File: src/rtl/dfpg_pkg.sv
// constants, types and register map of the drive fault and parameter guard
// assumes one 100 MHz clock and an Avalon-MM master on the register side
// How it works
// - a live fault lights the fault led, shows its code and stops the drive
// - keypad press, start input falling, or supply restore clears an active fault
// - start still active at the clear runs the drive with no new edge
// - codes flagged power only clear only on a supply restore
// - every latched fault is recorded in a history of three entries
// - reading the history never changes it
// - a new record on a full history drops the oldest entry
// - undervoltage with auto restart records only if still present after the wait
// - both clear buttons while reviewing wipe all three history entries
// - lock engaged rejects parameter writes except frequency and local reference
// - lock open accepts parameter writes
// - setpoint holds 0.0 to 100.0, edited only in local mode
// - a read only register shows the software version
// - select value 1 ignores the alternate set whatever input five does
// - code 1 means no fault, seen only in the history, never live
package dfpg_pkg;
   // ***************************************************************
   // timing and codes
   // ***************************************************************
   localparam int         CLK_MHZ         = 100;
   localparam int         RESTART_WAIT_US = 10;
   localparam int         RESTART_CYC     = RESTART_WAIT_US * CLK_MHZ;
   localparam int         RWAIT_W         = $clog2(RESTART_CYC);
   localparam int         CODE_W          = 4;
   localparam int         HIST_DEPTH      = 3;
   localparam logic [3:0] CODE_NONE       = 4'h0;
   localparam logic [3:0] CODE_NO_FAULT   = 4'h1;
   localparam logic [3:0] CODE_FIRST_LIVE = 4'h2;
   localparam logic [3:0] CODE_UNDERVOLT  = 4'h3;
   localparam logic [15:0] SETPOINT_MAX   = 16'h03e8;
   localparam logic [1:0] SEL_PRIMARY     = 2'h1;
   localparam logic [1:0] SEL_ALT         = 2'h2;
   // ***************************************************************
   // register byte offsets
   // ***************************************************************
   localparam logic [5:0] OFS_STATUS   = 6'h00;
   localparam logic [5:0] OFS_MASK     = 6'h04;
   localparam logic [5:0] OFS_CTRL     = 6'h08;
   localparam logic [5:0] OFS_FAULT    = 6'h0c;
   localparam logic [5:0] OFS_HIST     = 6'h10;
   localparam logic [5:0] OFS_LOCK     = 6'h14;
   localparam logic [5:0] OFS_OUTF     = 6'h18;
   localparam logic [5:0] OFS_LOCREF   = 6'h1c;
   localparam logic [5:0] OFS_SETSEL   = 6'h20;
   localparam logic [5:0] OFS_SETPOINT = 6'h24;
   localparam logic [5:0] OFS_VERSION  = 6'h28;
   localparam logic [5:0] OFS_PWRMASK  = 6'h2c;
   // ***************************************************************
   // event bits, pin slots, reset values
   // ***************************************************************
   localparam int EV_LATCH = 0;
   localparam int EV_CLEAR = 1;
   localparam int EV_REJECT = 2;
   localparam int EV_HCLR = 3;
   localparam int EV_W = 4;
   localparam int PIN_START = 0;
   localparam int PIN_DI5 = 1;
   localparam int PIN_KEYPAD = 2;
   localparam int PIN_CLR_A = 3;
   localparam int PIN_CLR_B = 4;
   localparam int PIN_REVIEW = 5;
   localparam int PIN_REMOTE = 6;
   localparam int PIN_SUPPLY = 7;
   localparam int PIN_W = 8;
   localparam logic [15:0] PWRMASK_RST = 16'h0000;
   typedef enum logic [1:0] {ST_OK, ST_UV_WAIT, ST_FAULT} dfpg_st_t;
   typedef logic [HIST_DEPTH-1:0][CODE_W-1:0] dfpg_hist_t;
   typedef struct packed {
      logic [5:0]  address;
      logic        read;
      logic        write;
      logic [31:0] writedata;
   } dfpg_avs_req_t;
   typedef struct packed {
      dfpg_st_t           st;
      logic [CODE_W-1:0]  code;
      logic               pwr_only;
      logic [RWAIT_W-1:0] rwait;
      logic [PIN_W-1:0]   pin_prev;
      logic               both_prev;
      logic [EV_W-1:0]    irq_st;
      logic [EV_W-1:0]    mask;
      logic               autorst;
      logic               lock;
      logic [15:0]        outf;
      logic [15:0]        locref;
      logic [15:0]        setpoint;
      logic [15:0]        pwrmask;
      logic [1:0]         setsel;
      logic               wait_r;
      logic [31:0]        rdata;
      logic               irq;
      logic               led;
      logic               run;
      logic               alt;
      logic [CODE_W-1:0]  shown;
      logic               hrec;
      logic [CODE_W-1:0]  hcode;
      logic               hclr;
   } dfpg_top_st_t;
endpackage : dfpg_pkg

File: src/rtl/dfpg_sync.sv
// two flop synchroniser for a group of pin inputs
// assumes each bit is an independent level; no bus coherence between bits
`timescale 1ns/1ps
module dfpg_sync #(
   parameter int W = 8
) (
   input  wire logic         mclk,
   input  wire logic         rst,
   input  wire logic [W-1:0] din,
   output logic [W-1:0]      dout
);
   typedef struct packed {
      logic [W-1:0] s1;
      logic [W-1:0] s2;
   } dfpg_sync_st_t;
   dfpg_sync_st_t q;
   dfpg_sync_st_t d;
   always_comb
   begin
      d    = q;
      d.s1 = din;
      d.s2 = q.s1;
   end
   always_ff @(posedge mclk)
   begin
      if (rst)
         q <= '0;
      else
         q <= d;
   end
   assign dout = q.s2;
endmodule : dfpg_sync

File: src/rtl/dfpg_hist.sv
// fault history: newest entry at index 0, empty slots hold the no fault code
// assumes rec and clr are single cycle pulses from the same clock
`timescale 1ns/1ps
module dfpg_hist #(
   parameter int DEPTH = dfpg_pkg::HIST_DEPTH
) (
   input  wire logic                            mclk,
   input  wire logic                            rst,
   input  wire logic                            rec,
   input  wire logic [dfpg_pkg::CODE_W-1:0]     rec_code,
   input  wire logic                            clr,
   output logic [DEPTH-1:0][dfpg_pkg::CODE_W-1:0] entries
);
   typedef struct packed {
      logic [DEPTH-1:0][dfpg_pkg::CODE_W-1:0] ent;
   } dfpg_hist_st_t;
   dfpg_hist_st_t q;
   dfpg_hist_st_t d;
   // ***************************************************************
   // record and wipe
   // ***************************************************************
   always_comb
   begin
      d = q;
      if (clr)
         d.ent = {DEPTH{dfpg_pkg::CODE_NO_FAULT}};
      // recording after a wipe keeps the new fault: set beats clear
      if (rec)
      begin
         for (int i = DEPTH - 1; i > 0; i--)
            d.ent[i] = d.ent[i-1];
         d.ent[0] = rec_code;
      end
   end
   always_ff @(posedge mclk)
   begin
      if (rst)
         q <= {DEPTH{dfpg_pkg::CODE_NO_FAULT}};
      else
         q <= d;
   end
   assign entries = q.ent;
endmodule : dfpg_hist

File: src/rtl/dfpg_top.sv
// fault latch, reset sources, parameter guard and register file of the drive
// assumes fault_code comes from on-chip monitors on mclk; panel pins are async
//
// Decided for this implementation: the Avalon-MM slave port and the register addresses.
`timescale 1ns/1ps
module dfpg_top #(
   parameter logic [31:0] SW_VERSION  = 32'h0000_0102, // arbitrary value
   parameter int          RESTART_CYC = dfpg_pkg::RESTART_CYC
) (
   input  wire logic                        mclk,
   input  wire logic                        rst,
   input  wire dfpg_pkg::dfpg_avs_req_t     avs,
   output logic [31:0]                      avs_readdata,
   output logic                             avs_waitrequest,
   output logic                             irq,
   input  wire logic [dfpg_pkg::CODE_W-1:0] fault_code,
   input  wire logic                        start_input_terminal,
   input  wire logic                        digital_input_five,
   input  wire logic                        keypad_reset,
   input  wire logic                        clear_btn_a,
   input  wire logic                        clear_btn_b,
   input  wire logic                        review_active,
   input  wire logic                        remote_mode,
   input  wire logic                        supply_ok,
   output logic                             drive_run,
   output logic                             fault_led,
   output logic                             alt_set_active,
   output logic [dfpg_pkg::CODE_W-1:0]      fault_shown
);
   localparam int            RW         = dfpg_pkg::RWAIT_W;
   localparam logic [RW-1:0] RWAIT_LAST = RW'(RESTART_CYC - 1);

   dfpg_pkg::dfpg_top_st_t   q;
   dfpg_pkg::dfpg_top_st_t   d;
   logic [dfpg_pkg::PIN_W-1:0] pin_raw;
   logic [dfpg_pkg::PIN_W-1:0] pin_s;
   dfpg_pkg::dfpg_hist_t     hist_ent;
   logic                     kp_pulse;
   logic                     start_fall;
   logic                     pwr_restore;
   logic                     live_valid;
   logic                     uv_defer;
   logic                     clr_req;
   logic                     both;
   logic                     wr;

   // ***************************************************************
   // pin synchronisation and edges
   // ***************************************************************
   assign pin_raw = {supply_ok, remote_mode, review_active, clear_btn_b,
                     clear_btn_a, keypad_reset, digital_input_five, start_input_terminal};

   dfpg_sync #(
      .W    (dfpg_pkg::PIN_W)
   ) u_sync (
      .mclk (mclk),
      .rst  (rst),
      .din  (pin_raw),
      .dout (pin_s)
   );

   assign kp_pulse    = pin_s[dfpg_pkg::PIN_KEYPAD] & ~q.pin_prev[dfpg_pkg::PIN_KEYPAD];
   assign start_fall  = ~pin_s[dfpg_pkg::PIN_START] & q.pin_prev[dfpg_pkg::PIN_START];
   assign pwr_restore = pin_s[dfpg_pkg::PIN_SUPPLY] & ~q.pin_prev[dfpg_pkg::PIN_SUPPLY];
   // codes 0 and 1 never trip
   assign live_valid  = fault_code >= dfpg_pkg::CODE_FIRST_LIVE;
   assign uv_defer    = (fault_code == dfpg_pkg::CODE_UNDERVOLT) && q.autorst;
   // power only codes ignore panel and start resets
   assign clr_req     = pwr_restore || (!q.pwr_only && (kp_pulse || start_fall));
   assign both        = pin_s[dfpg_pkg::PIN_CLR_A] & pin_s[dfpg_pkg::PIN_CLR_B]
                        & pin_s[dfpg_pkg::PIN_REVIEW];
   // a write lands only at the edge where waitrequest is seen low
   assign wr          = avs.write && !q.wait_r;

   dfpg_hist #(
      .DEPTH    (dfpg_pkg::HIST_DEPTH)
   ) u_hist (
      .mclk     (mclk),
      .rst      (rst),
      .rec      (q.hrec),
      .rec_code (q.hcode),
      .clr      (q.hclr),
      .entries  (hist_ent)
   );

   // ***************************************************************
   // next state
   // ***************************************************************
   always_comb
   begin
      logic                  trip;
      logic                  rej;
      logic [dfpg_pkg::EV_W-1:0] ev;
      logic [dfpg_pkg::EV_W-1:0] w1c;
      trip       = 1'b0;
      rej        = 1'b0;
      ev         = '0;
      w1c        = '0;
      d          = q;
      d.hrec     = 1'b0;
      d.hclr     = 1'b0;
      d.pin_prev = pin_s;
      d.both_prev = both;

      unique case (q.st)
         dfpg_pkg::ST_OK:
         begin
            if (live_valid)
            begin
               if (uv_defer)
               begin
                  d.st    = dfpg_pkg::ST_UV_WAIT;
                  d.rwait = '0;
               end
               else
                  trip = 1'b1;
            end
         end
         dfpg_pkg::ST_UV_WAIT:
         begin
            // gone or replaced: back to ok, a new code trips next cycle
            if (fault_code != dfpg_pkg::CODE_UNDERVOLT)
               d.st = dfpg_pkg::ST_OK;
            else if (q.rwait == RWAIT_LAST)
               trip = 1'b1;
            else
               d.rwait = q.rwait + 1'b1;
         end
         dfpg_pkg::ST_FAULT:
         begin
            if (clr_req)
            begin
               d.st = dfpg_pkg::ST_OK;
               ev[dfpg_pkg::EV_CLEAR] = 1'b1;
            end
         end
         default:
            d.st = dfpg_pkg::ST_OK;
      endcase

      if (trip)
      begin
         d.st       = dfpg_pkg::ST_FAULT;
         d.code     = fault_code;
         d.pwr_only = q.pwrmask[fault_code];
         d.hrec     = 1'b1;
         d.hcode    = fault_code;
         ev[dfpg_pkg::EV_LATCH] = 1'b1;
      end

      if (both && !q.both_prev)
      begin
         d.hclr = 1'b1;
         ev[dfpg_pkg::EV_HCLR] = 1'b1;
      end

      // bus slave: one wait cycle, then complete
      d.wait_r = 1'b1;
      if ((avs.read || avs.write) && q.wait_r)
      begin
         d.wait_r = 1'b0;
         case (avs.address)
            dfpg_pkg::OFS_STATUS:   d.rdata = 32'(q.irq_st);
            dfpg_pkg::OFS_MASK:     d.rdata = 32'(q.mask);
            dfpg_pkg::OFS_CTRL:     d.rdata = 32'(q.autorst);
            dfpg_pkg::OFS_FAULT:    d.rdata = 32'({q.pwr_only, q.code, q.alt, q.run, q.led});
            dfpg_pkg::OFS_HIST:     d.rdata = 32'(hist_ent);
            dfpg_pkg::OFS_LOCK:     d.rdata = 32'(q.lock);
            dfpg_pkg::OFS_OUTF:     d.rdata = 32'(q.outf);
            dfpg_pkg::OFS_LOCREF:   d.rdata = 32'(q.locref);
            dfpg_pkg::OFS_SETSEL:   d.rdata = 32'(q.setsel);
            dfpg_pkg::OFS_SETPOINT: d.rdata = 32'(q.setpoint);
            dfpg_pkg::OFS_VERSION:  d.rdata = SW_VERSION;
            dfpg_pkg::OFS_PWRMASK:  d.rdata = 32'(q.pwrmask);
            default:                d.rdata = '0;
         endcase
      end

      if (wr)
      begin
         case (avs.address)
            dfpg_pkg::OFS_STATUS: w1c = avs.writedata[dfpg_pkg::EV_W-1:0];
            dfpg_pkg::OFS_MASK:   d.mask = avs.writedata[dfpg_pkg::EV_W-1:0];
            // the lock itself stays writable, else it could never open
            dfpg_pkg::OFS_LOCK:   d.lock = avs.writedata[0];
            dfpg_pkg::OFS_OUTF:   d.outf = avs.writedata[15:0];
            dfpg_pkg::OFS_LOCREF: d.locref = avs.writedata[15:0];
            dfpg_pkg::OFS_CTRL:
            begin
               if (q.lock)
                  rej = 1'b1;
               else
                  d.autorst = avs.writedata[0];
            end
            dfpg_pkg::OFS_SETSEL:
            begin
               if (q.lock || (avs.writedata != 32'(dfpg_pkg::SEL_PRIMARY)
                              && avs.writedata != 32'(dfpg_pkg::SEL_ALT)))
                  rej = 1'b1;
               else
                  d.setsel = avs.writedata[1:0];
            end
            dfpg_pkg::OFS_SETPOINT:
            begin
               // remote mode shows the setpoint but never takes an edit
               if (q.lock || pin_s[dfpg_pkg::PIN_REMOTE]
                   || avs.writedata > 32'(dfpg_pkg::SETPOINT_MAX))
                  rej = 1'b1;
               else
                  d.setpoint = avs.writedata[15:0];
            end
            dfpg_pkg::OFS_PWRMASK:
            begin
               if (q.lock)
                  rej = 1'b1;
               else
                  d.pwrmask = avs.writedata[15:0];
            end
            default: ;
         endcase
      end
      ev[dfpg_pkg::EV_REJECT] = rej;

      // a new event wins over a write one clear in the same cycle
      d.irq_st = (q.irq_st & ~w1c) | ev;
      d.irq    = |(d.irq_st & d.mask);

      // run follows the start level, so no fresh edge is needed
      d.run   = (d.st == dfpg_pkg::ST_OK) && pin_s[dfpg_pkg::PIN_START]
                && pin_s[dfpg_pkg::PIN_SUPPLY];
      d.led   = d.st == dfpg_pkg::ST_FAULT;
      d.shown = d.led ? d.code : dfpg_pkg::CODE_NONE;
      d.alt   = (q.setsel == dfpg_pkg::SEL_ALT) && pin_s[dfpg_pkg::PIN_DI5];
   end

   // ***************************************************************
   // state register
   // ***************************************************************
   always_ff @(posedge mclk)
   begin
      if (rst)
      begin
         q          <= '0;
         q.st       <= dfpg_pkg::ST_OK;
         q.setsel   <= dfpg_pkg::SEL_PRIMARY;
         q.pwrmask  <= dfpg_pkg::PWRMASK_RST;
         q.wait_r   <= 1'b1;
         q.hcode    <= dfpg_pkg::CODE_NONE;
      end
      else
         q <= d;
   end

   assign avs_readdata    = q.rdata;
   assign avs_waitrequest = q.wait_r;
   assign irq             = q.irq;
   assign drive_run       = q.run;
   assign fault_led       = q.led;
   assign alt_set_active  = q.alt;
   assign fault_shown     = q.shown;
endmodule : dfpg_top

File: config.mk
export PLATFORM = sky130hd
export DESIGN_NAME = dfpg_top
export DESIGN_NICKNAME = d
export VERILOG_FILES = /design/src/rtl/dfpg_pkg.sv /design/src/rtl/dfpg_sync.sv /design/src/rtl/dfpg_hist.sv /design/src/rtl/dfpg_top.sv
export SDC_FILE = /design/constraint.sdc
export NUM_CORES = 1
export LEC_CHECK = 0
export BUFFER_PORTS_ARGS = -buffer_cell sky130_fd_sc_hd__buf_2
export CELL_PAD_IN_SITES_DETAIL_PLACEMENT = 1
export CELL_PAD_IN_SITES_GLOBAL_PLACEMENT = 2
export CORE_MARGIN = 10
export CORE_UTILIZATION = 36
export DETAILED_ROUTE_END_ITERATION = 10
export PLACE_DENSITY_LB_ADDON = 0.1
export SLEW_MARGIN = 25
export SYNTH_ARGS = -nofsm -noshare
export SYNTH_HDL_FRONTEND = slang
export SYNTH_HIERARCHICAL = 1
export SYNTH_SLANG_ARGS = --single-unit
File: constraint.sdc
create_clock -name mclk -period 2.3 [get_ports mclk]
set_clock_uncertainty 0.1 [all_clocks]
set_input_delay 0.23 -clock mclk [delete_from_list [all_inputs] [get_ports mclk]]
set_output_delay 0.23 -clock mclk [all_outputs]
set_load 0.02 [all_outputs]
* Word-level counts from Yosys, hierarchy flattened *
Index checks and enable logic that the tools add are counted.

storage, ports and cells
  output and inout port bits = 41
  logic and storage cells = 155
  bits in latches = 0
  input port bits = 54
  bits in read-only memories = 0
  bits in writable memories = 0
  memories kept = 0
  register bits = 177

operators by class
  divide/modulo/power cells = 0
  reductions and logical operators = 34
  bitwise operators = 16
  $add $sub $neg = 1
  multiply operators = 0
  order comparisons = 3
  shift-type cells = 0
  mux-type cells = 47
  eq/ne operators = 24

operator list
  cell                     number
  $pmux W16 S12            1
  $mux W16                 6
  $mux W72                 1
  $mux W10                 4
  $mux W33                 1
  $gt A32 B10 Y1 const B   1
  $ne A32 B1 Y1 const B    1
  $ne A32 B2 Y1 const B    1
  $eq A6 B5 Y1 const B     4
  $eq A6 B6 Y1 const B     4
  $mux W12                 2
  $pmux W10 S2             1
  $mux W1                  16
  $eq A6 B4 Y1 const B     2
  $mux W2                  6
  $mux W4                  3
  $reduce_and A3 Y1        4
  $add A10 B1 Y10 const B  1
  $eq A10 B10 Y1 const B   1
  $logic_and A1 B1 Y1      9
  $and A4 B4 Y4            2
  $ne A2 B2 Y1 const B     4
  $mux W7                  1
  $not A1 Y1               7
  24 further kinds         42

* Longest topological paths before layout *
Gate-level depths: netlist (run 1).

  word-level depth = 11
  gate-level depth with buffers = 10
  depth with buffers taken out = 6

* Hierarchy *
The synthesis (run 1) kept the hierarchy.

by module, submodules not included
  module     area an instance (µm²)  cells each  seq. area each (µm²)  times used
  dfpg_top   6,129.6                 646         2,562.5               1
  dfpg_sync  464.2                   33          320.3                 1
  dfpg_hist  442.9                   44          240.2                 1

* Least setup slack after synthesis (run 1) *
OpenSTA, ideal clock, no wires.

  path kind = flip-flop to flip-flop
  start = register q[132] (netlist bit)
  end = register q[138] (netlist bit)
  setup time = 71 ps
  stages on the path, launching flop included = 7
  required time = 2,129 ps
  arrival time = 1,915 ps
  path slack = 214 ps
  clock period less this slack = 2,086 ps
  path through = dfxtp_1 ha_1 and4_1 a41oi_1 nand2_1 or4_1 a21oi_1

on the way
  longest elaborated chain between the ends = 4

RTL lines
  element          line             RTL
  from (decl)      dfpg_top.sv:33   dfpg_pkg::dfpg_top_st_t q;
  $add A10 B1 Y10  dfpg_top.sv:127  d.rwait = q.rwait + 1'b1;
  $mux W10         dfpg_top.sv:124  else if (q.rwait == RWAIT_LAST)
  $mux W10         dfpg_top.sv:122  if (fault_code != dfpg_pkg::CODE_UNDERVOLT)
  $pmux W10 S2     dfpg_top.sv:105  unique case (q.st)

Several ways; a longest one is shown, not always the timed one. The select of a mux whose other input is x is not followed.
A chain may end at the register's enable or synchronous reset.

* Final worst setup path (run 1) *
  start = register q (netlist bit avs_waitrequest)
  end = register q (netlist bit irq)

on the way
  longest elaborated chain between the ends = 8

RTL lines
  element                line             RTL
  $logic_not A1 Y1 *     dfpg_top.sv:73   assign wr = avs.write && !q.wait_r;
  $logic_and A1 B1 Y1 *  dfpg_top.sv:73
  $mux W4                dfpg_top.sv:179  if (wr)
  $not A4 Y4             dfpg_top.sv:225  d.irq_st = (q.irq_st & ~w1c) | ev;
  $and A4 B4 Y4          dfpg_top.sv:225
  $or A4 B4 Y4           dfpg_top.sv:225
  $and A4 B4 Y4 *        dfpg_top.sv:226  d.irq = |(d.irq_st & d.mask);
  $reduce_or A4 Y1 *     dfpg_top.sv:226

Mark *: on every way between the ends. The rest lies on a longest branch, timed or not.

==> results of run 1 <==
## cells by family after synthesis
group	share of synthesized area
flip-flops	0.444
other	0.000533
buffers and inverters	0.0891
AO/OA/AOI/OAI	0.121
adder cells (fa/ha/maj)	0.00178
AND/OR/NAND/NOR	0.207
multiplexers	0.131
XOR/XNOR	0.00622
## state kept, by name, indices dropped and copies added (netlist names), 4 cells and up
name and cells:
u_sync/dout 8, u_hist/entries 12, fault_shown 4, avs_readdata 16, u_sync/d 8, q 103
## layout by cell type (no fill, tap or decap), drive strengths merged, types with 4 or more instances in the layout
cell type    Yosys  routed
a21oi           33      33
nand2           49      49
or3              6       6
a31o             6       6
a222oi          15      15
nand4            7       7
nor2b           17      17
and2b            7       7
mux4             4       4
clkbuf          28      18
conb             1      16
nand2b           4       4
and2            10      10
dfxtp          156     156
inv              7      12
mux2i           80      80
nor2            98      98
a21o            10      10
nor4            13      13
dlygate4sd3      0      14
nor4b            5       5
a22oi           15      15
xor2             5       5
nor3b            4       4
o21ai           16      16
nor3             8       8
or3b             4       4
nand3           16      16
buf             54     108
## power groups by stage
stage / logic (mW) / clock network (mW) / registers [mW]
after floorplan: 0.285 / 0 / 2.83
final: 0.426 / 2.95 / 2.79
after global routing: 0.465 / 3.14 / 2.80
after CTS: 0.428 / 3.00 / 2.79
after detailed placement: 0.407 / 0 / 2.85
after global placement: 0.399 / 0 / 2.85
## cells in the mapped netlist (7+ instances only)
cell type | instances | share of area
nand2_1 | 47 | 0.025
nor2b_2 | 7 | 0.0087
nand3_1 | 16 | 0.011
and2b_2 | 7 | 0.0087
nor2_1 | 98 | 0.052
nor4_1 | 13 | 0.012
a222oi_1 | 15 | 0.021
and2_1 | 9 | 0.0080
dfxtp_1 | 156 | 0.44
nor2b_1 | 10 | 0.0089
buf_4 | 42 | 0.045
clkbuf_1 | 19 | 0.010
o21ai_0 | 14 | 0.010
inv_1 | 7 | 0.0037
nand4_1 | 7 | 0.0062
mux2i_1 | 80 | 0.11
clkbuf_8 | 8 | 0.016
a21oi_1 | 30 | 0.021
a22oi_1 | 15 | 0.016
a21o_1 | 9 | 0.0096
## critical path: cells and delay by family, from the launching register on
| family | cells | cell delay, ns |
|---|---|---|
| AO/OA/AOI/OAI | 2 | 0.45 |
| AND/OR/NAND/NOR | 3 | 1.11 |
| flip-flops | 1 | 0.35 |
## cell type report
class / instances / area [um^2] / area share
inverter: 7 / 26.3 / 0.00317
multi-input combinational: 492 / 3360 / 0.406
clock buffer: 18 / 429 / 0.0518
tap: 265 / 332 / 0.0401
clock inverter: 14 / 184 / 0.0222
sequential: 156 / 3120 / 0.377
timing repair buffer: 122 / 821 / 0.0992
## stage by stage
step                utilization  total power [mW]  setup slack (ns)  setup TNS, ns
finish                    0.428              6.17             0.152              0
global route              0.428              6.40            0.0235              0
CTS                       0.427              6.22             0.103              0
detailed placement        0.388              3.26            -0.498          -8.50
global placement          0.388              3.25            -0.416          -7.37
floorplan                     -              3.12             0.214              0
## repair_timing
action,4_1_cts,5_1_grt
resized for setup,1,2
cloned,0,0
hold buffers,14,0
endpoints found under the hold margin,12,0
endpoints found under the setup margin,12,17
## worst max-delay path by stage
stage	from	depth (start not counted)	to	slack, ns
after floorplan	q[132]	6	q[138]	0.21
after global placement	avs[10]	8	q[79]	-0.42
after detailed placement	avs[10]	8	q[77]	-0.50
after CTS	avs[14]	8	q[77]	0.10
after global routing	avs_waitrequest	5	irq	0.02
final	avs_waitrequest	5	irq	0.15
## per-layer routing
| layer | vias up | global-route usage | part of all wire |
|---|---|---|---|
| met2 | 143 | 0.296 | 0.49 |
| li1 | 2667 | - | - |
| met4 | 0 | 0.0430 | 0.013 |
| met1 | 2791 | 0.222 | 0.45 |
| met3 | 23 | 0.0316 | 0.041 |
| met5 | - | 0 | 0 |
==> flow_summary.yaml, run 1 <==
floorplanning:
  start_util: 0.364
  die_h_um: 160
  ios: 95
  core-area_um2: 19300
  die-area_um2: 25500
  die_w_um: 160
  rows: 51
clock_tree:
  postCtsSetupBuffers: 0
  clkTransAtPathRegs_ns: 0.07
  cts_tree: "built"
  h-tree-depth: 4
  cts_buffers: 17
  insertion_delay_ns: 0.42
  cts_root_buffer: "clkbuf_16"
  cts_buffer_depth: 2
  cts.sinks: 156
layout:
  area_delta_synth_final_pct: 17.6
  layoutNonFillerInstCount: 1074
  fillers: 2193
  n_antenna_cell: 0
  final_layout_size_suffix_gt1_frac: 0.232
  nets: 851
  fin_area_um2: 8280
timing:
  period_needed_ns: 2.15
  post-route-period-util: 0.934
  maxClockFrequency_mhz: 466
  hold_violations: 0
  whs_ns: 0.00942
  setup_viol: 0
  tightest_slew_ns: 0.831
  slew_violations: 0
  maxSlewHeadroom: 0.445
  rsz0062_at_grt: "no"
hold_path:
  min_to: "q[109]"
  hold_path.startpoint: "avs[12]"
  hold_path_class: "in -> reg"
  whs_path_depth: 3
placed_design:
  portBuffers: 78
  dp_hpwl_um: 16200
  placed_cells: 1028
  placed_area_um2: 7500
  gp_congestion: 0.850
setup_path:
  critPathLaunchType: "flip-flop"
  worstPathRequired_ns: 2.49
  cp.arrival_ns: 2.34
  worstSetupEndpointType: "flip-flop"
  rr_startpoint: "avs_waitrequest"
  path_cells: "or4b_2, nor2_1, a21boi_0, o31ai_1, nand4_1"
  cpPeakStageDelay_ns: 0.73
  critical_path_class: "reg -> reg"
  worstPathMaxFanout: 6
  rr_endpoint: "irq"
  r2r_slack_ns: 0.15
  rr_worst_depth: 5
  cp_slowest_cell: "or4b_2"
power_and_ir_drop:
  seqPwrFrac: 0.453
  p_clk_frac: 0.478
  p_comb_frac: 0.069
  p_leak_nw: 3.50
  p_switching_mw: 1.53
  power.internal_mw: 4.64
  pwr_density_cell_nw_per_um2: 745
  p_sw_frac: 0.247
  ir_drop_uv: 419
synth:
  netlist_instances: 723
  syn_avg_cell_area_um2: 9.73
  synth_seq_cells: 156
  syn_area_um2: 7040
  synth_edf_count: 0
  ys_async_sr_fraction: 0
  ys_dominant_reg_cell: "dfxtp_1"
  synth_cell_types: 77
  ys_seq_area_frac: 0.444
  yosys_warnings: 6
routing:
  drt_pass1_iterations: 7
  routed_wl_um: 22400
  vias: 5624
  vias_per_cell: 5.24
  drc: 0
  drtIter0Drc: 375
  ant_nets: 0
  wl_per_cell_um: 20.8
status:
  status: "finished clean"
flow_run:
  maxCapViolations: 0
grt:
  antenna_found_initial: 0
  grt_pass1_vias: 6005
  overflow: 0
  track_usage: 0.174
  grt_max_degree: 87
  grt_pass1_wl_um: 35300
Power figures use the tool's default switching activity.
==> inputs of run 2 (changes only) <==
--- a/config.mk
+++ b/config.mk
@@ -9,9 +9,11 @@
 export CELL_PAD_IN_SITES_DETAIL_PLACEMENT = 1
 export CELL_PAD_IN_SITES_GLOBAL_PLACEMENT = 2
 export CORE_MARGIN = 10
-export CORE_UTILIZATION = 36
+export CORE_UTILIZATION = 38
+export CTS_BUF_LIST = sky130_fd_sc_hd__clkbuf_2 sky130_fd_sc_hd__clkbuf_4 sky130_fd_sc_hd__clkbuf_8
 export DETAILED_ROUTE_END_ITERATION = 10
 export PLACE_DENSITY_LB_ADDON = 0.1
+export RECOVER_POWER = 50
 export SLEW_MARGIN = 25
 export SYNTH_ARGS = -nofsm -noshare
 export SYNTH_HDL_FRONTEND = slang
==> run 2 against run 1 <==
Against the previous run: die area decreased by 4.6%; worst setup slack improved by 0.012 ns; fmax increased by 0.57%; combinational power decreased by 2%; highest routed layer unchanged; critical path type unchanged; core utilization increased by 1.6 points.
==> flow_summary.yaml, run 2 (same netlist as run 1, synthesis figures left out) <==
status:
  status: "finished clean"
placed_design:
  portBuffers: 78
  placed_cells: 994
  dp_hpwl_um: 16100
  gp_congestion: 0.852
  dp_slack_ns: -0.0931
floorplanning:
  ios: 95
  core-area_um2: 18100
  die-area_um2: 24400
  die_w_um: 156
  die_h_um: 156
  rows: 49
  start_util: 0.389
setup_path:
  critPathLaunchType: "flip-flop"
  cp.arrival_ns: 2.36
  path_cells: "or4b_2, nor2_1, a21boi_0, o31ai_1, nand4_1"
  worstSetupEndpointType: "flip-flop"
  worstPathMaxFanout: 6
  cp_slowest_cell: "or4b_2"
  critical_path_class: "reg -> reg"
  cpPeakStageDelay_ns: 0.71
  r2r_slack_ns: 0.16
  worstPathRequired_ns: 2.53
timing:
  rsz0062_at_grt: "no"
  period_needed_ns: 2.14
  hold_violations: 0
  maxSlewHeadroom: 0.300
  maxClockFrequency_mhz: 468
  slew_violations: 0
  final.setup.worst_slack_ns: 0.164
  post-route-period-util: 0.929
  setup_viol: 0
  tightest_slew_ns: 1.05
grt:
  grt_max_degree: 84
  overflow: 0
  antenna_found_initial: 0
  grt_pass1_vias: 6006
  grt_pass1_wl_um: 34700
  track_usage: 0.183
routing:
  drt_pass1_iterations: 10
  vias: 5662
  routed_wl_um: 22100
  vias_per_cell: 5.44
  wl_per_cell_um: 21.2
  drtIter0Drc: 364
  drc: 0
  ant_nets: 0
layout:
  area_delta_synth_final_pct: 14.2
  layout_commonest_cell: "dfxtp_1"
  largest_reg_flops: 103
  regArea_um2: 3120
  n_antenna_cell: 0
  post-route-util: 0.444
  multi_input_area_um2: 3330
  final_layout_size_suffix_gt1_frac: 0.198
  nets: 854
  layout_common_cells: "dfxtp_1, nor2_1, mux2i_1"
  max_flop_register: "q"
  fillers: 2089
  layoutNonFillerInstCount: 1041
power_and_ir_drop:
  power.internal_mw: 4.34
  p_clk_frac: 0.441
  ir_drop_uv: 352
  p_leak_nw: 3.31
  p_comb_frac: 0.073
  seqPwrFrac: 0.486
  pwr_density_cell_nw_per_um2: 714
  p_switching_mw: 1.40
  p_sw_frac: 0.244
clock_tree:
  h-tree-depth: 4
  cts_buffer_depth: 2
  insertion_delay_ns: 0.46
  cts_buffers: 17
  cts_root_buffer: "clkbuf_8"
  clkTransAtPathRegs_ns: 0.09
  cts_tree: "built"
  cts.sinks: 156
  postCtsSetupBuffers: 0
hold_path:
  hold_path_class: "in -> reg"
flow_run:
  maxCapViolations: 0
## run 2: changes by cell type in the layout (fill, tap and decap cells not counted), sizes merged
cell / delta
clkinvlp: -1
bufinv: +3
buf: -27
inv: -2
clkinv: -1
dlygate4sd3: +1
clkbuf: +30
## run 2: layer usage
metal,wire [um],track usage,share of wire,vias up
met2,10700,0.306,0.48,137
met1,9940,0.228,0.45,2828
met4,424,0.0585,0.019,0
met3,1060,0.0397,0.048,23
met5,0,0,0,-
li1,-,-,-,2674
## run 2: worst paths after layout
kind,from,depth (start not counted),to
worst min-delay path,avs[9],3,q[106]
worst max-delay path,avs_waitrequest,5,irq
worst max register to register,avs_waitrequest,5,irq
worst min register to register,q[123],1,q[0]
## run 2: power groups by stage
stage / Clock [mW] / Sequential [mW] / Combinational [mW]
2_1_floorplan: 0 / 2.83 / 0.285
3_3_place_gp: 0 / 2.85 / 0.400
3_5_place_dp: 0 / 2.85 / 0.407
4_1_cts: 2.59 / 2.79 / 0.427
5_1_grt: 2.70 / 2.80 / 0.456
6_report: 2.53 / 2.79 / 0.419
## run 2: timing repair
item / CTS / global route
hold buffers: 15 / 0
endpoints found under the setup margin: 0 / 2
resized for setup: 0 / 2
endpoints found under the hold margin: 29 / 0
## run 2: final cells by class
class | instances | share of cell area
Clock buffer | 19 | 0.0310
Clock inverter | 13 | 0.0293
Inverter | 7 | 0.00327
Multi-Input combinational cell | 492 | 0.414
Sequential cell | 156 | 0.388
Tap cell | 229 | 0.0356
Timing Repair Buffer | 125 | 0.0985
## run 2: critical path: cells and delay by family (launching register included)
family,cells,cell delay [ns]
AO/OA/AOI/OAI,2,0.49
flip-flops,1,0.36
AND/OR/NAND/NOR,3,1.06
## run 2: metrics by stage
| stage | power [mW] | cell area (um^2) | TNS [ns] | hold WS [ns] |
|---|---|---|---|---|
| after CTS | 5.80 | 8100 | 0 | 0.000453 |
| final | 5.74 | 8040 | 0 | 0.0194 |
| after detailed placement | 3.26 | 7460 | -1.11 | 0.329 |
| after global routing | 5.95 | 8040 | 0 | 0.0186 |
| after floorplan | 3.12 | 7090 | 0 | 0.199 |
| after global placement | 3.25 | 7460 | 0 | 0.322 |
==> inputs of run 3 (changes only) <==
--- a/config.mk
+++ b/config.mk
@@ -9,7 +9,7 @@
 export CELL_PAD_IN_SITES_DETAIL_PLACEMENT = 1
 export CELL_PAD_IN_SITES_GLOBAL_PLACEMENT = 2
 export CORE_MARGIN = 10
-export CORE_UTILIZATION = 38
+export CORE_UTILIZATION = 36
 export CTS_BUF_LIST = sky130_fd_sc_hd__clkbuf_2 sky130_fd_sc_hd__clkbuf_4 sky130_fd_sc_hd__clkbuf_8
 export DETAILED_ROUTE_END_ITERATION = 10
 export PLACE_DENSITY_LB_ADDON = 0.1
@@ -17,5 +17,4 @@
 export SLEW_MARGIN = 25
 export SYNTH_ARGS = -nofsm -noshare
 export SYNTH_HDL_FRONTEND = slang
-export SYNTH_HIERARCHICAL = 1
 export SYNTH_SLANG_ARGS = --single-unit
==> run 3 against run 2 <==
Against the previous run: sequential share of layout area rose by 0.38 points; routed wire length rose by 0.79%; sequential power barely moved; global-route usage rose by 0.20 points; first-iteration DRC count rose by 11%; clock power fell by 17%; cell area fell by 0.96%; non-clock buffer count rose by 37; fmax fell by 2.9%; die area fell by 1.2%; critical path type is now in -> reg; highest routed layer unchanged.
==> flow_summary.yaml, run 3 <==
placed_design:
  gp_congestion: 0.880
  placed_cells: 1045
  portBuffers: 78
  dp_hpwl_um: 16800
  placed_area_um2: 7440
power_and_ir_drop:
  seqPwrFrac: 0.522
  p_switching_mw: 1.36
  p_sw_frac: 0.256
  power.internal_mw: 3.97
  p_clk_frac: 0.395
  ir_drop_uv: 343
  p_leak_nw: 3.20
  pwr_density_cell_nw_per_um2: 670
  p_comb_frac: 0.083
floorplanning:
  core-area_um2: 18000
  ios: 95
  start_util: 0.366
  die_w_um: 155
  rows: 49
  die-area_um2: 24100
  die_h_um: 155
setup_path:
  critical_path_class: "in -> reg"
  cp.arrival_ns: 2.42
  worstPathRequired_ns: 2.52
  critPathLaunchType: "primary input"
  worstPathMaxFanout: 4
  worstSetupEndpointType: "flip-flop"
routing:
  drt_pass1_iterations: 6
  ant_nets: 0
  drtIter0Drc: 405
  vias: 5820
  drc: 0
  routed_wl_um: 22300
  wl_per_cell_um: 20.4
  vias_per_cell: 5.32
grt:
  overflow: 0
  track_usage: 0.184
  grt_pass1_wl_um: 34800
  grt_pass1_vias: 6155
  grt_max_degree: 60
  antenna_found_initial: 0
clock_tree:
  cts_tree: "built"
  clkTransAtPathRegs_ns: 0.08
  cts_buffers: 17
  h-tree-depth: 4
  cts_root_buffer: "clkbuf_8"
  insertion_delay_ns: 0.46
  postCtsSetupBuffers: 0
  cts_buffer_depth: 2
  cts.sinks: 156
synth:
  synthTopCellsByArea: "dfxtp_1, mux2i_1, nor2_1"
  synth_edf_count: 0
  synth_seq_cells: 156
  ys_seq_area_frac: 0.475
  syn_avg_cell_area_um2: 8.90
  synth_cell_types: 50
  synth.most_common_cell: "dfxtp_1"
  netlist_instances: 738
  syn_area_um2: 6570
  synth_top_area_share: 0.475
  ys_async_sr_fraction: 0
  yosys_warnings: 0
  ys_top_cells_by_count: "dfxtp_1, nor2_1, nand2_1"
  synth.largest_area_cell: "dfxtp_1"
  ys_dominant_reg_cell: "dfxtp_1"
layout:
  fin_area_um2: 7960
  final_layout_size_suffix_gt1_frac: 0.185
  max_flop_register: "q"
  area_delta_synth_final_pct: 21.2
  nets: 908
  n_antenna_cell: 0
  largest_reg_flops: 103
  post-route-util: 0.443
  layoutNonFillerInstCount: 1095
  layout_common_cells: "dfxtp_1, nor2_1, nand2_1"
  layout_commonest_cell: "dfxtp_1"
  fillers: 2124
timing:
  post-route-period-util: 0.956
  hold_violations: 0
  slew_violations: 0
  tightest_slew_ns: 1.07
  period_needed_ns: 2.20
  tns_ns: 0
  maxSlewHeadroom: 0.288
  setup_viol: 0
  maxClockFrequency_mhz: 455
  whs_ns: 0.0459
hold_path:
  hold_path_class: "in -> reg"
status:
  status: "finished clean"
flow_run:
  maxCapViolations: 0
-- run 3: cell types whose count changed in the layout (fill, tap and decap cells not counted), moves of 9 or more --
| cell | delta |
|---|---|
| a222oi_1 | +9 |
| mux2i_1 | -27 |
| nand3_1 | +12 |
| buf_4 | +26 |
| nand2_1 | +33 |
| a22oi_1 | -9 |
| nor2b_1 | +17 |
| a21oi_1 | +26 |
-- run 3: final cells by class --
type | count | area (um^2) | area share
Sequential cell | 156 | 3120 | 0.392
Tap cell | 229 | 287 | 0.0360
Multi-Input combinational cell | 503 | 3060 | 0.384
Clock inverter | 10 | 116 | 0.0146
Inverter | 13 | 48.8 | 0.00613
Clock buffer | 22 | 284 | 0.0357
Timing Repair Buffer | 162 | 1050 | 0.131
-- run 3: cells by family (layout without fill, tap and decap cells) --
kind of cell             Yosys count  count (layout)  synth area share
XOR/XNOR                          10              10            0.0133
other                              1              16          0.000571
AND/OR/NAND/NOR                  297             297             0.211
multiplexers                      57              57            0.0944
flip-flops                       156             156             0.475
AO/OA/AOI/OAI                    122             122             0.128
buffers and inverters             94             207            0.0754
adder cells (fa/ha/maj)            1               1           0.00190
-- run 3: repair_timing --
action	4_1_cts	5_1_grt
hold buffers	18	0
endpoints found under the setup margin	0	33
endpoints found under the hold margin	33	0
gates resized for setup	0	6
-- run 3: worst paths after layout --
kind / cells past startpoint / slack (ns) / endpoint / start
max: 9 / 0.10 / irq / avs[10]
min reg2reg: 2 / 0.33 / q[80] / q[80]
max reg2reg: 7 / 0.16 / q[145] / q[132]
min: 4 / 0.05 / q[4] / fault_code[3]
-- run 3: power by group through the flow --
| stage | registers, mW | logic (mW) | clock network, mW |
|---|---|---|---|
| floorplan | 2.83 | 0.253 | 0 |
| detailed placement | 2.85 | 0.419 | 0 |
| CTS | 2.79 | 0.445 | 2.15 |
| global route | 2.79 | 0.481 | 2.28 |
| global placement | 2.85 | 0.410 | 0 |
| finish | 2.79 | 0.442 | 2.11 |
-- run 3: worst max-delay path, stage by stage --
cell           delay, ns
dlygate4sd3_1       0.54
buf_2               0.16
nor4_4              0.29
buf_4               0.16
nand4_1             0.16
o31ai_1             0.28
nand2_1             0.08
a221oi_1            0.40
o31ai_1             0.10
-- run 3: metrics by stage --
stage / power [mW] / worst slack, ns
5_1_grt: 5.55 / -0.00158
2_1_floorplan: 3.08 / 0.0434
4_1_cts: 5.39 / 0.0208
6_report: 5.34 / 0.101
3_3_place_gp: 3.26 / -0.108
3_5_place_dp: 3.27 / -0.185
-- run 3: layer usage --
metal | routed length, um | track usage | vias up
li1 | - | - | 2762
met1 | 10300 | 0.238 | 2889
met2 | 10600 | 0.298 | 146
met3 | 1130 | 0.0455 | 23
met4 | 328 | 0.0526 | 0
met5 | 0 | 0 | -
